<file path="config.mk">
export PLATFORM = sky130hd
export DESIGN_NAME = api_status_frame_builder
export DESIGN_NICKNAME = d
export VERILOG_FILES = /design/src/hw/api_frame_pkg.sv /design/src/hw/frame_if.sv /design/src/hw/api_status_frame_builder.sv /design/src/hw/frame_tx.sv
export SDC_FILE = /design/constraint.sdc
export NUM_CORES = 1
export LEC_CHECK = 0
export BUFFER_PORTS_ARGS = -buffer_cell sky130_fd_sc_hd__clkbuf_2
export CORE_ASPECT_RATIO = 0.6
export CORE_MARGIN = 3
export CORE_UTILIZATION = 40
export CTS_CLUSTER_SIZE = 25
export DETAILED_ROUTE_END_ITERATION = 8
export HOLD_SLACK_MARGIN = 0.15
export SLEW_MARGIN = 25
export SYNTH_ARGS = -nofsm -noshare
export SYNTH_HDL_FRONTEND = slang
export SYNTH_SLANG_ARGS = --single-unit
</file>
<file path="constraint.sdc">
create_clock -name ref_clk_i -period 8.3 [get_ports ref_clk_i]
set_clock_uncertainty 0.05 [all_clocks]
set_input_delay 1.66 -clock ref_clk_i [delete_from_list [all_inputs] [get_ports ref_clk_i]]
set_output_delay 1.66 -clock ref_clk_i [all_outputs]
set_load 0.1 [all_outputs]
</file>
<file path="src/hw/api_frame_pkg.sv">
/*
  constants shared by the api status frame builder and its byte sender:
  frame types, status codes, field offsets, register map.
  assumes one byte-wide serial stream towards the host controller.
*/
package api_frame_pkg;
  // ****************************************
  // framing
  // ****************************************
  localparam logic [7:0] DELIM_BYTE     = 8'h7e;
  localparam logic [7:0] LEN_MSB        = 8'h00;
  localparam logic [7:0] CSUM_BASE      = 8'hff;
  localparam int         FRAME_HDR      = 3;
  localparam int         BODY_MAX       = 32;
  localparam int         IDX_W          = 5;
  // ****************************************
  // frame types and request types
  // ****************************************
  localparam logic [7:0] TYPE_TX_STATUS = 8'h89;
  localparam logic [7:0] TYPE_MODEM     = 8'h8a;
  localparam logic [7:0] TYPE_TX_COMPAT = 8'h8b;
  localparam logic [7:0] TYPE_IO_SAMPLE = 8'h8f;
  localparam logic [7:0] REQ_COMPAT_A   = 8'h10;
  localparam logic [7:0] REQ_COMPAT_B   = 8'h11;
  // ****************************************
  // status codes
  // ****************************************
  localparam logic [7:0] MODEM_POWER_UP = 8'h00;
  localparam logic [7:0] MODEM_WATCHDOG = 8'h01;
  localparam logic [7:0] MODEM_JOINED   = 8'h02;
  localparam logic [7:0] MODEM_LOST_AP  = 8'h03;
  localparam logic [7:0] MODEM_MGMT_UP  = 8'h0e;
  localparam logic [7:0] MODEM_MGMT_DN  = 8'h0f;
  localparam logic [7:0] DLV_SUCCESS    = 8'h00;
  localparam logic [7:0] DLV_PURGED     = 8'h03;
  localparam logic [7:0] DLV_PHY_ERR    = 8'h04;
  localparam logic [7:0] DLV_ACK_TMO    = 8'h21;
  localparam logic [7:0] DLV_NO_RES     = 8'h32;
  localparam logic [7:0] DLV_TOO_LONG   = 8'h74;
  localparam logic [7:0] DLV_SOCK_FAIL  = 8'h76;
  // ****************************************
  // lengths, fixed bytes, field offsets
  // ****************************************
  localparam logic [7:0] LEN_TX_STATUS  = 8'h03;
  localparam logic [7:0] LEN_MODEM      = 8'h02;
  localparam logic [7:0] LEN_COMPAT     = 8'h07;
  localparam logic [7:0] LEN_SMP_BASE   = 8'h0f;
  localparam logic [7:0] CPT_RSVD0      = 8'hff;
  localparam logic [7:0] CPT_RSVD1      = 8'hfe;
  localparam logic [7:0] CPT_RSVD_ZERO  = 8'h00;
  localparam logic [7:0] SMP_SET_COUNT  = 8'h01;
  localparam int OFS_TYPE = 3, OFS_FRAME_ID = 4, OFS_TXS_STATUS = 5, OFS_MODEM_CODE = 4;
  localparam int OFS_CPT_RSVD = 5, OFS_CPT_STATUS = 8, OFS_CPT_RSVD_LAST = 9;
  localparam int OFS_SRC_ADDR = 4, OFS_STRENGTH = 12, OFS_OPTIONS = 13, OFS_SET_COUNT = 14;
  localparam int OFS_DMASK = 15, OFS_AMASK = 17, OFS_DSAMPLE = 18;
  localparam int ADDR_BYTES = 8, IP_BYTES = 4, ANALOG_INPUTS = 4, AMASK_SUPPLY_BIT = 7;
  // ****************************************
  // register map
  // ****************************************
  localparam logic [7:0]  REG_CTRL     = 8'h00;
  localparam logic [7:0]  REG_STAT     = 8'h04;
  localparam logic [7:0]  REG_INT_STAT = 8'h08;
  localparam logic [7:0]  REG_INT_MASK = 8'h0c;
  localparam int          CTRL_API_BIT = 0;
  localparam logic        CTRL_API_RST = 1'b1;
  localparam int          INT_W = 3, INT_SENT = 0, INT_SUPPRESS = 1, INT_DROP = 2;
  localparam logic [2:0]  INT_MASK_RST = 3'h0;

  // frame offset to index into the stored frame body
  function automatic int bi(input int ofs);
    return ofs - FRAME_HDR;
  endfunction
endpackage

</file>
<file path="src/hw/frame_if.sv">
/*
  link between the frame builder and the byte sender.
  assumes both ends sit on the same clock.
*/
`timescale 1ns/1ps
interface frame_if;
  import api_frame_pkg::*;
  logic             start;
  logic [7:0]       body_len;
  logic [IDX_W-1:0] rd_idx;
  logic [7:0]       rd_byte;
  logic             busy;
  logic             done;
  modport builder (output start, body_len, rd_byte, input rd_idx, busy, done);
  modport sender  (input start, body_len, rd_byte, output rd_idx, busy, done);
endinterface

</file>
<file path="src/hw/api_status_frame_builder.sv">
/*
  api status frame builder: turns transmit results, modem events and remote
  io samples into outbound api frames, with a small register and irq block.
  assumes event sources hold valid until ready, and a byte sink with ready.
*/
// Notes on behaviour
// [RL1] successful transmit gives type 89 frame: length 3, id, status, checksum
// [RL2] modem status frame type 8a carries one status code byte
// [RL3] after power-up a modem status frame with code zero goes first
// [RL4] requests of type 10 or 11 get the 8b status frame, others 89
// [RL5] 8b frame: length 7, id, three reserved, delivery status, one reserved
// [RL6] delivery status codes pass through from the transmit result
// [RL7] remote io sample gives type 8f frame, only in api mode
// [RL8] sample source address: four zero bytes then the ip address
// [RL9] link margin strength at 12, receive options at 13
// [RL10] sample set count at 14 is always one
// [RL11] sixteen bit digital mask at 15 and 16, high byte first
// [RL12] analog mask byte at 17, top bit flags supply sample
// [RL13] two digital sample bytes only when digital mask nonzero, masked
// [RL14] each enabled analog input adds two bytes, input 0 first
// [RL15] frame id zero suppresses the transmit status frame
// [RL16] delimiter, big-endian length, body, checksum ff minus byte sum
// [RL17] supply sample appended after analog values when mask top bit set
`timescale 1ns/1ps
module api_status_frame_builder
  import api_frame_pkg::*;
(
  input  wire logic             ref_clk_i,
  input  wire logic             reset_i,
  input  wire logic [7:0]       reg_addr_i,
  input  wire logic [31:0]      reg_wdata_i,
  input  wire logic             reg_wr_i,
  input  wire logic             reg_rd_i,
  output logic      [31:0]      reg_rdata_o,
  output logic                  irq_o,
  input  wire logic             txs_valid_i,
  output logic                  txs_ready_o,
  input  wire logic [7:0]       txs_frame_id_i,
  input  wire logic [7:0]       txs_req_type_i,
  input  wire logic [7:0]       txs_status_i,
  input  wire logic             mdm_valid_i,
  output logic                  mdm_ready_o,
  input  wire logic [7:0]       mdm_code_i,
  input  wire logic             smp_valid_i,
  output logic                  smp_ready_o,
  input  wire logic [31:0]      smp_ip_i,
  input  wire logic [7:0]       smp_strength_i,
  input  wire logic [7:0]       smp_options_i,
  input  wire logic [15:0]      smp_dmask_i,
  input  wire logic [7:0]       smp_amask_i,
  input  wire logic [15:0]      smp_dsample_i,
  input  wire logic [3:0][15:0] smp_analog_i,
  input  wire logic [15:0]      smp_supply_i,
  output logic      [7:0]       out_data_o,
  output logic                  out_valid_o,
  input  wire logic             out_ready_i
);
  typedef enum logic [2:0] {SRC_NONE, SRC_PU, SRC_TXS, SRC_MDM, SRC_SMP} src_e;

  frame_if fr ();

  logic             start_r;
  logic [7:0]       len_r;
  logic [7:0]       body_r [BODY_MAX];
  logic             pu_pend_r;
  logic             api_mode_r;
  logic [INT_W-1:0] int_stat_r;
  logic [INT_W-1:0] int_mask_r;
  logic [31:0]      rdata_r;
  logic [7:0]       body_n [BODY_MAX];
  logic [7:0]       len_n;
  logic [INT_W-1:0] int_stat_nxt;

  // ****************************************
  // arbitration
  // ****************************************
  // one frame at a time; power-up frame outranks everything, then transmit
  // results, modem events, samples. sources simply wait on ready.
  wire  idle_w      = !fr.busy && !start_r;
  wire  txs_compat  = (txs_req_type_i == REQ_COMPAT_A) || (txs_req_type_i == REQ_COMPAT_B);
  wire  txs_fire    = txs_valid_i && txs_ready_o;
  wire  mdm_fire    = mdm_valid_i && mdm_ready_o;
  wire  smp_fire    = smp_valid_i && smp_ready_o;
  wire  txs_emit    = txs_fire && (txs_frame_id_i != 8'h00);
  wire  smp_emit    = smp_fire && api_mode_r;
  assign txs_ready_o = idle_w && !pu_pend_r; // RL3
  assign mdm_ready_o = idle_w && !pu_pend_r && !txs_valid_i;
  assign smp_ready_o = idle_w && !pu_pend_r && !txs_valid_i && !mdm_valid_i;
  src_e src_w;
  assign src_w = (idle_w && pu_pend_r) ? SRC_PU  : // RL3
                 txs_emit              ? SRC_TXS : // RL15
                 mdm_fire              ? SRC_MDM :
                 smp_emit              ? SRC_SMP : SRC_NONE; // RL7
  wire  load_w = (src_w != SRC_NONE);

  // ****************************************
  // frame body composition
  // ****************************************
  // body index 0 is the frame type; everything after the length field.
  always_comb begin
    int p;
    p = 0;
    for (int i = 0; i < BODY_MAX; i++) begin
      body_n[i] = 8'h00;
    end
    len_n = 8'h00;
    case (src_w)
      SRC_PU: begin
        body_n[bi(OFS_TYPE)]       = TYPE_MODEM; // RL3
        body_n[bi(OFS_MODEM_CODE)] = MODEM_POWER_UP;
        len_n                      = LEN_MODEM;
      end
      SRC_TXS: begin
        body_n[bi(OFS_FRAME_ID)] = txs_frame_id_i;
        if (txs_compat) begin
          body_n[bi(OFS_TYPE)]          = TYPE_TX_COMPAT; // RL4
          body_n[bi(OFS_CPT_RSVD)]      = CPT_RSVD0; // RL5
          body_n[bi(OFS_CPT_RSVD) + 1]  = CPT_RSVD1;
          body_n[bi(OFS_CPT_RSVD) + 2]  = CPT_RSVD_ZERO;
          body_n[bi(OFS_CPT_STATUS)]    = txs_status_i; // RL6
          body_n[bi(OFS_CPT_RSVD_LAST)] = CPT_RSVD_ZERO;
          len_n                         = LEN_COMPAT;
        end else begin
          body_n[bi(OFS_TYPE)]       = TYPE_TX_STATUS; // RL1
          body_n[bi(OFS_TXS_STATUS)] = txs_status_i; // RL6
          len_n                      = LEN_TX_STATUS;
        end
      end
      SRC_MDM: begin
        body_n[bi(OFS_TYPE)]       = TYPE_MODEM; // RL2
        body_n[bi(OFS_MODEM_CODE)] = mdm_code_i;
        len_n                      = LEN_MODEM;
      end
      SRC_SMP: begin
        body_n[bi(OFS_TYPE)] = TYPE_IO_SAMPLE;
        // upper address bytes stay zero from the default above
        for (int i = 0; i < IP_BYTES; i++) begin
          body_n[bi(OFS_SRC_ADDR) + ADDR_BYTES - IP_BYTES + i] = smp_ip_i[31 - 8*i -: 8]; // RL8
        end
        body_n[bi(OFS_STRENGTH)]  = smp_strength_i; // RL9
        body_n[bi(OFS_OPTIONS)]   = smp_options_i;
        body_n[bi(OFS_SET_COUNT)] = SMP_SET_COUNT; // RL10
        body_n[bi(OFS_DMASK)]     = smp_dmask_i[15:8]; // RL11
        body_n[bi(OFS_DMASK) + 1] = smp_dmask_i[7:0];
        body_n[bi(OFS_AMASK)]     = smp_amask_i; // RL12
        p = bi(OFS_DSAMPLE);
        if (smp_dmask_i != 16'h0000) begin
          // lines without sampling read as zero
          body_n[p]     = smp_dsample_i[15:8] & smp_dmask_i[15:8]; // RL13
          body_n[p + 1] = smp_dsample_i[7:0] & smp_dmask_i[7:0];
          p = p + 2;
        end
        for (int k = 0; k < ANALOG_INPUTS; k++) begin
          if (smp_amask_i[k]) begin
            body_n[p]     = smp_analog_i[k][15:8]; // RL14
            body_n[p + 1] = smp_analog_i[k][7:0];
            p = p + 2;
          end
        end
        if (smp_amask_i[AMASK_SUPPLY_BIT]) begin
          body_n[p]     = smp_supply_i[15:8]; // RL17
          body_n[p + 1] = smp_supply_i[7:0];
          p = p + 2;
        end
        len_n = 8'(p);
      end
      default: len_n = 8'h00;
    endcase
  end

  // body is frozen from load until the sender returns to idle
  always_ff @(posedge ref_clk_i) begin
    if (reset_i) begin
      start_r <= 1'b0;
      len_r   <= 8'h00;
      for (int i = 0; i < BODY_MAX; i++) begin
        body_r[i] <= 8'h00;
      end
    end else begin
      start_r <= load_w;
      if (load_w) begin
        len_r  <= len_n;
        body_r <= body_n;
      end
    end
  end

  // power-up frame owed from reset until it is loaded
  always_ff @(posedge ref_clk_i) begin
    if (reset_i) begin
      pu_pend_r <= 1'b1;
    end else if (src_w == SRC_PU) begin
      pu_pend_r <= 1'b0; // RL3
    end
  end

  assign fr.start    = start_r;
  assign fr.body_len = len_r;
  assign fr.rd_byte  = body_r[fr.rd_idx];

  frame_tx u_tx (
    .ref_clk_i   (ref_clk_i),
    .reset_i     (reset_i),
    .fr          (fr.sender),
    .out_data_o  (out_data_o),
    .out_valid_o (out_valid_o),
    .out_ready_i (out_ready_i)
  );

  // ****************************************
  // registers and interrupt
  // ****************************************
  wire              wr_ctrl   = reg_wr_i && (reg_addr_i == REG_CTRL);
  wire              wr_mask   = reg_wr_i && (reg_addr_i == REG_INT_MASK);
  wire              rd_clr    = reg_rd_i && (reg_addr_i == REG_INT_STAT);
  wire [INT_W-1:0]  int_evt_w = {smp_fire && !api_mode_r,
                                 txs_fire && (txs_frame_id_i == 8'h00),
                                 fr.done};
  // a new event in the clearing read's cycle survives the clear
  assign int_stat_nxt = (rd_clr ? '0 : int_stat_r) | int_evt_w;
  wire [31:0] rsel_w = (reg_addr_i == REG_CTRL)     ? {31'h0, api_mode_r} :
                       (reg_addr_i == REG_STAT)     ? {30'h0, pu_pend_r, fr.busy} :
                       (reg_addr_i == REG_INT_STAT) ? {29'h0, int_stat_r} :
                       (reg_addr_i == REG_INT_MASK) ? {29'h0, int_mask_r} : 32'h0;

  // read data stands only in the cycle after the strobe
  always_ff @(posedge ref_clk_i) begin
    if (reset_i) begin
      api_mode_r <= CTRL_API_RST;
      int_mask_r <= INT_MASK_RST;
      int_stat_r <= '0;
      rdata_r    <= 32'h0;
    end else begin
      if (wr_ctrl) api_mode_r <= reg_wdata_i[CTRL_API_BIT];
      if (wr_mask) int_mask_r <= reg_wdata_i[INT_W-1:0];
      int_stat_r <= int_stat_nxt;
      rdata_r    <= reg_rd_i ? rsel_w : 32'h0;
    end
  end

  assign reg_rdata_o = rdata_r;
  assign irq_o       = |(int_stat_r & int_mask_r);

  // ****************************************
  // checks
  // ****************************************
  a_pu_goes_first: assert property (@(posedge ref_clk_i) disable iff (reset_i) // RL3
    (load_w && pu_pend_r) |=> (body_r[0] == TYPE_MODEM && body_r[1] == MODEM_POWER_UP
                               && len_r == LEN_MODEM))
    else $error("power-up frame not first");
  a_zero_id_quiet: assert property (@(posedge ref_clk_i) disable iff (reset_i) // RL15
    (txs_fire && txs_frame_id_i == 8'h00) |=> !start_r)
    else $error("status frame sent for id zero");
  a_txs_plain: assert property (@(posedge ref_clk_i) disable iff (reset_i) // RL1
    (txs_emit && !txs_compat) |=> (start_r && len_r == LEN_TX_STATUS
      && body_r[0] == TYPE_TX_STATUS && body_r[1] == $past(txs_frame_id_i)
      && body_r[2] == $past(txs_status_i)))
    else $error("bad transmit status frame");
  a_txs_compat: assert property (@(posedge ref_clk_i) disable iff (reset_i) // RL4
    (txs_emit && txs_compat) |=> (len_r == LEN_COMPAT && body_r[0] == TYPE_TX_COMPAT
      && body_r[bi(OFS_CPT_STATUS)] == $past(txs_status_i)))
    else $error("bad compatibility status frame");
  a_modem_code: assert property (@(posedge ref_clk_i) disable iff (reset_i) // RL2
    (mdm_fire) |=> (body_r[0] == TYPE_MODEM && body_r[1] == $past(mdm_code_i)))
    else $error("modem code not carried");
  a_smp_dropped: assert property (@(posedge ref_clk_i) disable iff (reset_i) // RL7
    (smp_fire && !api_mode_r) |=> (!start_r && int_stat_r[INT_DROP]))
    else $error("sample sent outside api mode");
  a_smp_header: assert property (@(posedge ref_clk_i) disable iff (reset_i) // RL8
    (smp_emit) |=> (body_r[1] == 8'h00 && body_r[4] == 8'h00
      && body_r[5] == $past(smp_ip_i[31:24]) && body_r[8] == $past(smp_ip_i[7:0])
      && body_r[bi(OFS_SET_COUNT)] == SMP_SET_COUNT
      && body_r[bi(OFS_AMASK)] == $past(smp_amask_i)))
    else $error("bad sample header");
  a_smp_length: assert property (@(posedge ref_clk_i) disable iff (reset_i) // RL14
    (smp_emit) |=> (len_r == 8'(int'(LEN_SMP_BASE) + 2*int'($past(smp_dmask_i) != 16'h0)
      + 2*$countones($past(smp_amask_i[3:0])) + 2*int'($past(smp_amask_i[7])))))
    else $error("sample length wrong");
  a_irq_follows: assert property (@(posedge ref_clk_i) disable iff (reset_i)
    (fr.done && int_mask_r[INT_SENT] && !wr_mask) |=> irq_o)
    else $error("sent interrupt missing");
  c_pu_frame: cover property (@(posedge ref_clk_i) disable iff (reset_i)
    (src_w == SRC_PU) ##[1:100] fr.done);
  c_compat: cover property (@(posedge ref_clk_i) disable iff (reset_i) (txs_emit && txs_compat));
  c_smp_supply: cover property (@(posedge ref_clk_i) disable iff (reset_i)
    (smp_emit && smp_amask_i[AMASK_SUPPLY_BIT] && smp_dmask_i != 16'h0));
  c_clear_race: cover property (@(posedge ref_clk_i) disable iff (reset_i) (rd_clr && |int_evt_w));
endmodule

</file>
<file path="src/hw/frame_tx.sv">
/*
  byte sender: delimiter, length, stored body, checksum, under back-pressure.
  assumes the body stays stable while busy is high.
*/
`timescale 1ns/1ps
module frame_tx
  import api_frame_pkg::*;
(
  input  wire logic  ref_clk_i,
  input  wire logic  reset_i,
  frame_if.sender    fr,
  output logic [7:0] out_data_o,
  output logic       out_valid_o,
  input  wire logic  out_ready_i
);
  typedef enum logic [2:0] {S_IDLE, S_LEN_HI, S_LEN_LO, S_BODY, S_CSUM, S_LAST} tx_state_e;
  tx_state_e        state_r;
  logic [7:0]       data_r;
  logic             valid_r;
  logic [IDX_W-1:0] idx_r;
  logic [7:0]       sum_r;
  logic             done_r;
  wire              adv_w  = valid_r & out_ready_i;
  wire              last_w = ({3'h0, idx_r} == (fr.body_len - 8'h01));

  // handshake and status towards the builder
  assign fr.rd_idx   = idx_r;
  assign fr.busy     = (state_r != S_IDLE);
  assign fr.done     = done_r;
  assign out_data_o  = data_r;
  assign out_valid_o = valid_r;

  // next byte is loaded only once the current one is taken
  always_ff @(posedge ref_clk_i) begin
    if (reset_i) begin
      state_r <= S_IDLE;
      data_r  <= 8'h00;
      valid_r <= 1'b0;
      idx_r   <= '0;
      sum_r   <= 8'h00;
      done_r  <= 1'b0;
    end else begin
      done_r <= 1'b0;
      case (state_r)
        S_IDLE: if (fr.start) begin
          data_r  <= DELIM_BYTE; // RL16
          valid_r <= 1'b1;
          idx_r   <= '0;
          sum_r   <= 8'h00;
          state_r <= S_LEN_HI;
        end
        S_LEN_HI: if (adv_w) begin
          data_r  <= LEN_MSB; // RL16
          state_r <= S_LEN_LO;
        end
        S_LEN_LO: if (adv_w) begin
          data_r  <= fr.body_len;
          state_r <= S_BODY;
        end
        S_BODY: if (adv_w) begin
          data_r  <= fr.rd_byte;
          sum_r   <= sum_r + fr.rd_byte; // RL16
          idx_r   <= idx_r + 5'h01;
          state_r <= last_w ? S_CSUM : S_BODY;
        end
        S_CSUM: if (adv_w) begin
          data_r  <= CSUM_BASE - sum_r; // RL16
          state_r <= S_LAST;
        end
        S_LAST: if (adv_w) begin
          valid_r <= 1'b0;
          done_r  <= 1'b1;
          state_r <= S_IDLE;
        end
        default: state_r <= S_IDLE;
      endcase
    end
  end

  // ****************************************
  // checks
  // ****************************************
  a_delim_first: assert property (@(posedge ref_clk_i) disable iff (reset_i) // RL16
    (state_r == S_IDLE && fr.start) |=> (valid_r && data_r == DELIM_BYTE))
    else $error("frame did not open with delimiter");
  a_byte_held: assert property (@(posedge ref_clk_i) disable iff (reset_i)
    (valid_r && !out_ready_i) |=> (valid_r && $stable(data_r)))
    else $error("byte changed while stalled");
  c_stall: cover property (@(posedge ref_clk_i) disable iff (reset_i)
    (state_r == S_BODY && valid_r && !out_ready_i));
endmodule

</file>
==> out/metrics.csv <==
stage,metric,value,unit
outcome,outcome,"complete, but fails checks",
outcome,violations,design-rule violations,
timing,fin_crit_sh,81.1,%
pwr,pwr-share-seq,37.4,%
global_route,gr-usage-all-layers,36.1,%
routing,wl_per_cell,31.2,µm
timing,tns,0,ns
final_layout,final_common_cell,nand2_1,
die,fp.coreArea,54400,µm²
placed_design,pre_cts_slack,1.38,ns
timing,rsz0062_at_grt,false,
pwr,pwr-share-clk,38.0,%
routing,drc_errors,19,
global_route,overflow,0,
routing,via_per_inst,6.87,
pwr,p_leak,8.98,nW
die,die_h,188,µm
pwr,p_per_area,171,nW/µm²
critical_path,crit_fanout,43,
critical_path,reg2reg_depth,13,
final_layout,layout_common_cells,"nand2_1, dfxtp_1, clkbuf_2",
routing,ant_nets,0,
critical_path,endpoint_kind,register,
critical_path,r2r-end,u_tx.sum_r[7]$_SDFFE_PP0P_,
flow_run,cap_violations,0,
hold_path,worstHoldPathType,register to register,
clock_tree,post_cts_resized,0,
yosys,ys_seq_area_share,27.3,%
hold_path,holdPathEnd,int_stat_r[0]$_SDFF_PP0_,
yosys,synth_cell_types,82,
placed_design,place_inst,3456,
clock_tree,root_buffer,clkbuf_16,
clock_tree,cts.clk_slew.worst_paths,0.06,ns
hold_path,whs_path_depth,2,
pwr,p_total,4.16,mW
final_layout,final_layout_size_suffix_gt1_share,20.0,%
clock_tree,cts_buffer_depth,3,
timing,min_period,6.73,ns
timing,setup_slack,1.57,ns
critical_path,rr_startpoint,u_tx.fr.rd_idx[1]$_SDFFE_PP0P_,
placed_design,place.gp.congestion,1.01,
clock_tree,ctsHoldBuffers,0,
die,die_w,310,µm
timing,hold_viol_final,0,
global_route,grt_pass1_vias,21000,
yosys,ys_async_sr_fraction,0,%
timing,fmax,149,MHz
yosys,synth-seq-cells,302,
global_route,grt_pass1_wl,153000,µm
die,ios,293,
yosys,syn_area,22100,µm²
routing,drt_iter0_drc,4236,
pwr,ir_worst_vdd,0.109,mV
routing,vias,24200,
critical_path,critical_path_class,input pin to register,
global_route,grt_max_degree,184,
yosys,yosysWarningCount,0,
routing,wirelength,110000,µm
clock_tree,cts.sinks,302,
pwr,p_switching,1.56,mW
yosys,postSynthCellCount,2770,
timing,tightest_slew,1.13,ns
critical_path,crit_required,8.65,ns
critical_path,rrSetupSlack,3.31,ns
yosys,ys.flop_type,dfxtp_1,
clock_tree,cts_buffers,35,
timing,maxSlewHeadroom,25.0,%
placed_design,place_hpwl,79300,µm
final_layout,area_growth,10.3,%
placed_design,portBuffers,233,
yosys,synth_edf_count,0,
clock_tree,clk_latency,0.56,ns
yosys,synth_top_area_share,27.3,%
yosys,synth.avg_cell_area,7.98,µm²
global_route,grt_antenna_before_repair,1,
clock_tree,cts_tree,done,
final_layout,nets,3055,
yosys,synth_area_leaders,"dfxtp_1, mux4_2, nand2_1",
final_layout,antennaDiodeCount,0,
critical_path,startpoint_type,input pin,
clock_tree,postCtsSetupBuffers,0,
pwr,swShare,37.4,%
placed_design,placed_cell_area,23200,µm²
timing,slew_violations,0,
final_layout,fill_cells,5380,
pwr,comb_power_share,24.6,%
die,start_util,40.6,%
die,dieArea,58200,µm²
hold_path,hp-start,u_tx.fr.done$_SDFF_PP0_,
critical_path,cp.arrival,7.08,ns
routing,drtPass1Iterations,9,
final_layout,fin_area,24400,µm²
timing,finalSetupViolations,0,
pwr,internal-power,2.60,mW
clock_tree,cts_max_level,2,
yosys,synth_top_area_cell,dfxtp_1,
die,rows,66,
final_layout,stdcell_count,3519,
## per-stage QoR
stage,hold slack (ns),util [%]
after floorplan,0.363,-
after global placement,0.376,42.7
after detailed placement,0.384,42.7
after CTS,0.397,44.7
after global routing,0.421,44.8
final,0.394,44.8
## area by class of cell
cell class	instances	area, µm²	area share [%]
Multi-Input combinational cell	2136	14700	60.4
Sequential cell	302	6050	24.8
Timing Repair Buffer	271	1490	6.13
Clock buffer	44	950	3.89
Tap cell	714	893	3.66
Clock inverter	18	149	0.611
Inverter	34	128	0.523
## worst max-delay path, cell delays in order
cell and delay (ns):
clkbuf_2 0.18, nor4_1 0.29, and4_1 0.24, buf_4 0.31
ha_1 0.27, buf_4 0.53, nand2_1 0.23, inv_1 0.11
ha_1 0.40, nor2b_1 0.74, a21oi_2 0.21, and2_1 0.29
and4_1 0.23, buf_4 0.19, and3_1 0.37, mux2i_1 0.62
a211oi_1 0.19
## logic make-up after synthesis
group	Yosys count	synth area share [%]
adders and majority gates	27	1.60
DFF	302	27.3
other	2	0.0340
AOI/OAI and AO/OA	831	25.7
buffers and inverters	360	6.83
muxes	272	17.4
and+or+nand+nor	948	19.9
xor gates and xnor gates	28	1.30
## Yosys cell counts, types with 25 or more instances
cell	count
a211oi_1	55
a21oi_1	185
a222oi_1	41
a22o_1	35
a22oi_1	76
a31oi_1	27
buf_1	38
buf_2	35
buf_4	31
clkbuf_1	222
dfxtp_1	302
ha_1	25
inv_1	32
mux2_2	102
mux2i_1	91
mux4_2	79
nand2_1	334
nand3_1	159
nor2_1	231
nor3_1	55
o211ai_1	137
o21ai_0	140
## power by group through the flow
| stage | logic [mW] | registers [mW] | clock network, mW |
|---|---|---|---|
| finish | 1.02 | 1.56 | 1.58 |
| global route | 1.06 | 1.56 | 1.63 |
| CTS | 0.979 | 1.55 | 1.57 |
| detailed placement | 0.975 | 1.58 | 0 |
| global placement | 0.964 | 1.58 | 0 |
| floorplan | 0.622 | 1.60 | 0 |
## worst max-delay path by stage
stage / from / to / slack (ns) / depth (start not counted)
after detailed placement: smp_dmask_i[15] / body_r[232]$_SDFFE_PP0P_ / 1.38 / 17
after global placement: smp_dmask_i[0] / body_r[232]$_SDFFE_PP0P_ / 1.45 / 17
after CTS: smp_dmask_i[15] / body_r[232]$_SDFFE_PP0P_ / 1.93 / 17
after floorplan: smp_dmask_i[15] / body_r[156]$_SDFFE_PP0P_ / 1.82 / 20
after global routing: smp_dmask_i[4] / body_r[233]$_SDFFE_PP0P_ / 1.52 / 17
final: smp_dmask_i[0] / body_r[232]$_SDFFE_PP0P_ / 1.57 / 17
## state kept, by name, indices dropped and copies added, names as in the netlist, 5 cells and up
name and cells:
u_tx.fr.rd_idx 5, fr.body_len 8, body_r 256, u_tx.out_data_o 8, u_tx.sum_r 8
## per-layer routing
metal / global-route usage [%] / wire [µm] / part of all wire [%] / vias to the layer above
met4: 6.48 / 2490 / 2.3 / 0
li1: - / - / - / 10400
met5: 0 / 0 / 0 / -
met2: 45.7 / 40700 / 37 / 2018
met1: 53.4 / 46000 / 42 / 11600
met3: 18.9 / 20700 / 19 / 196
Note: power is estimated with default switching activity, not from simulation.
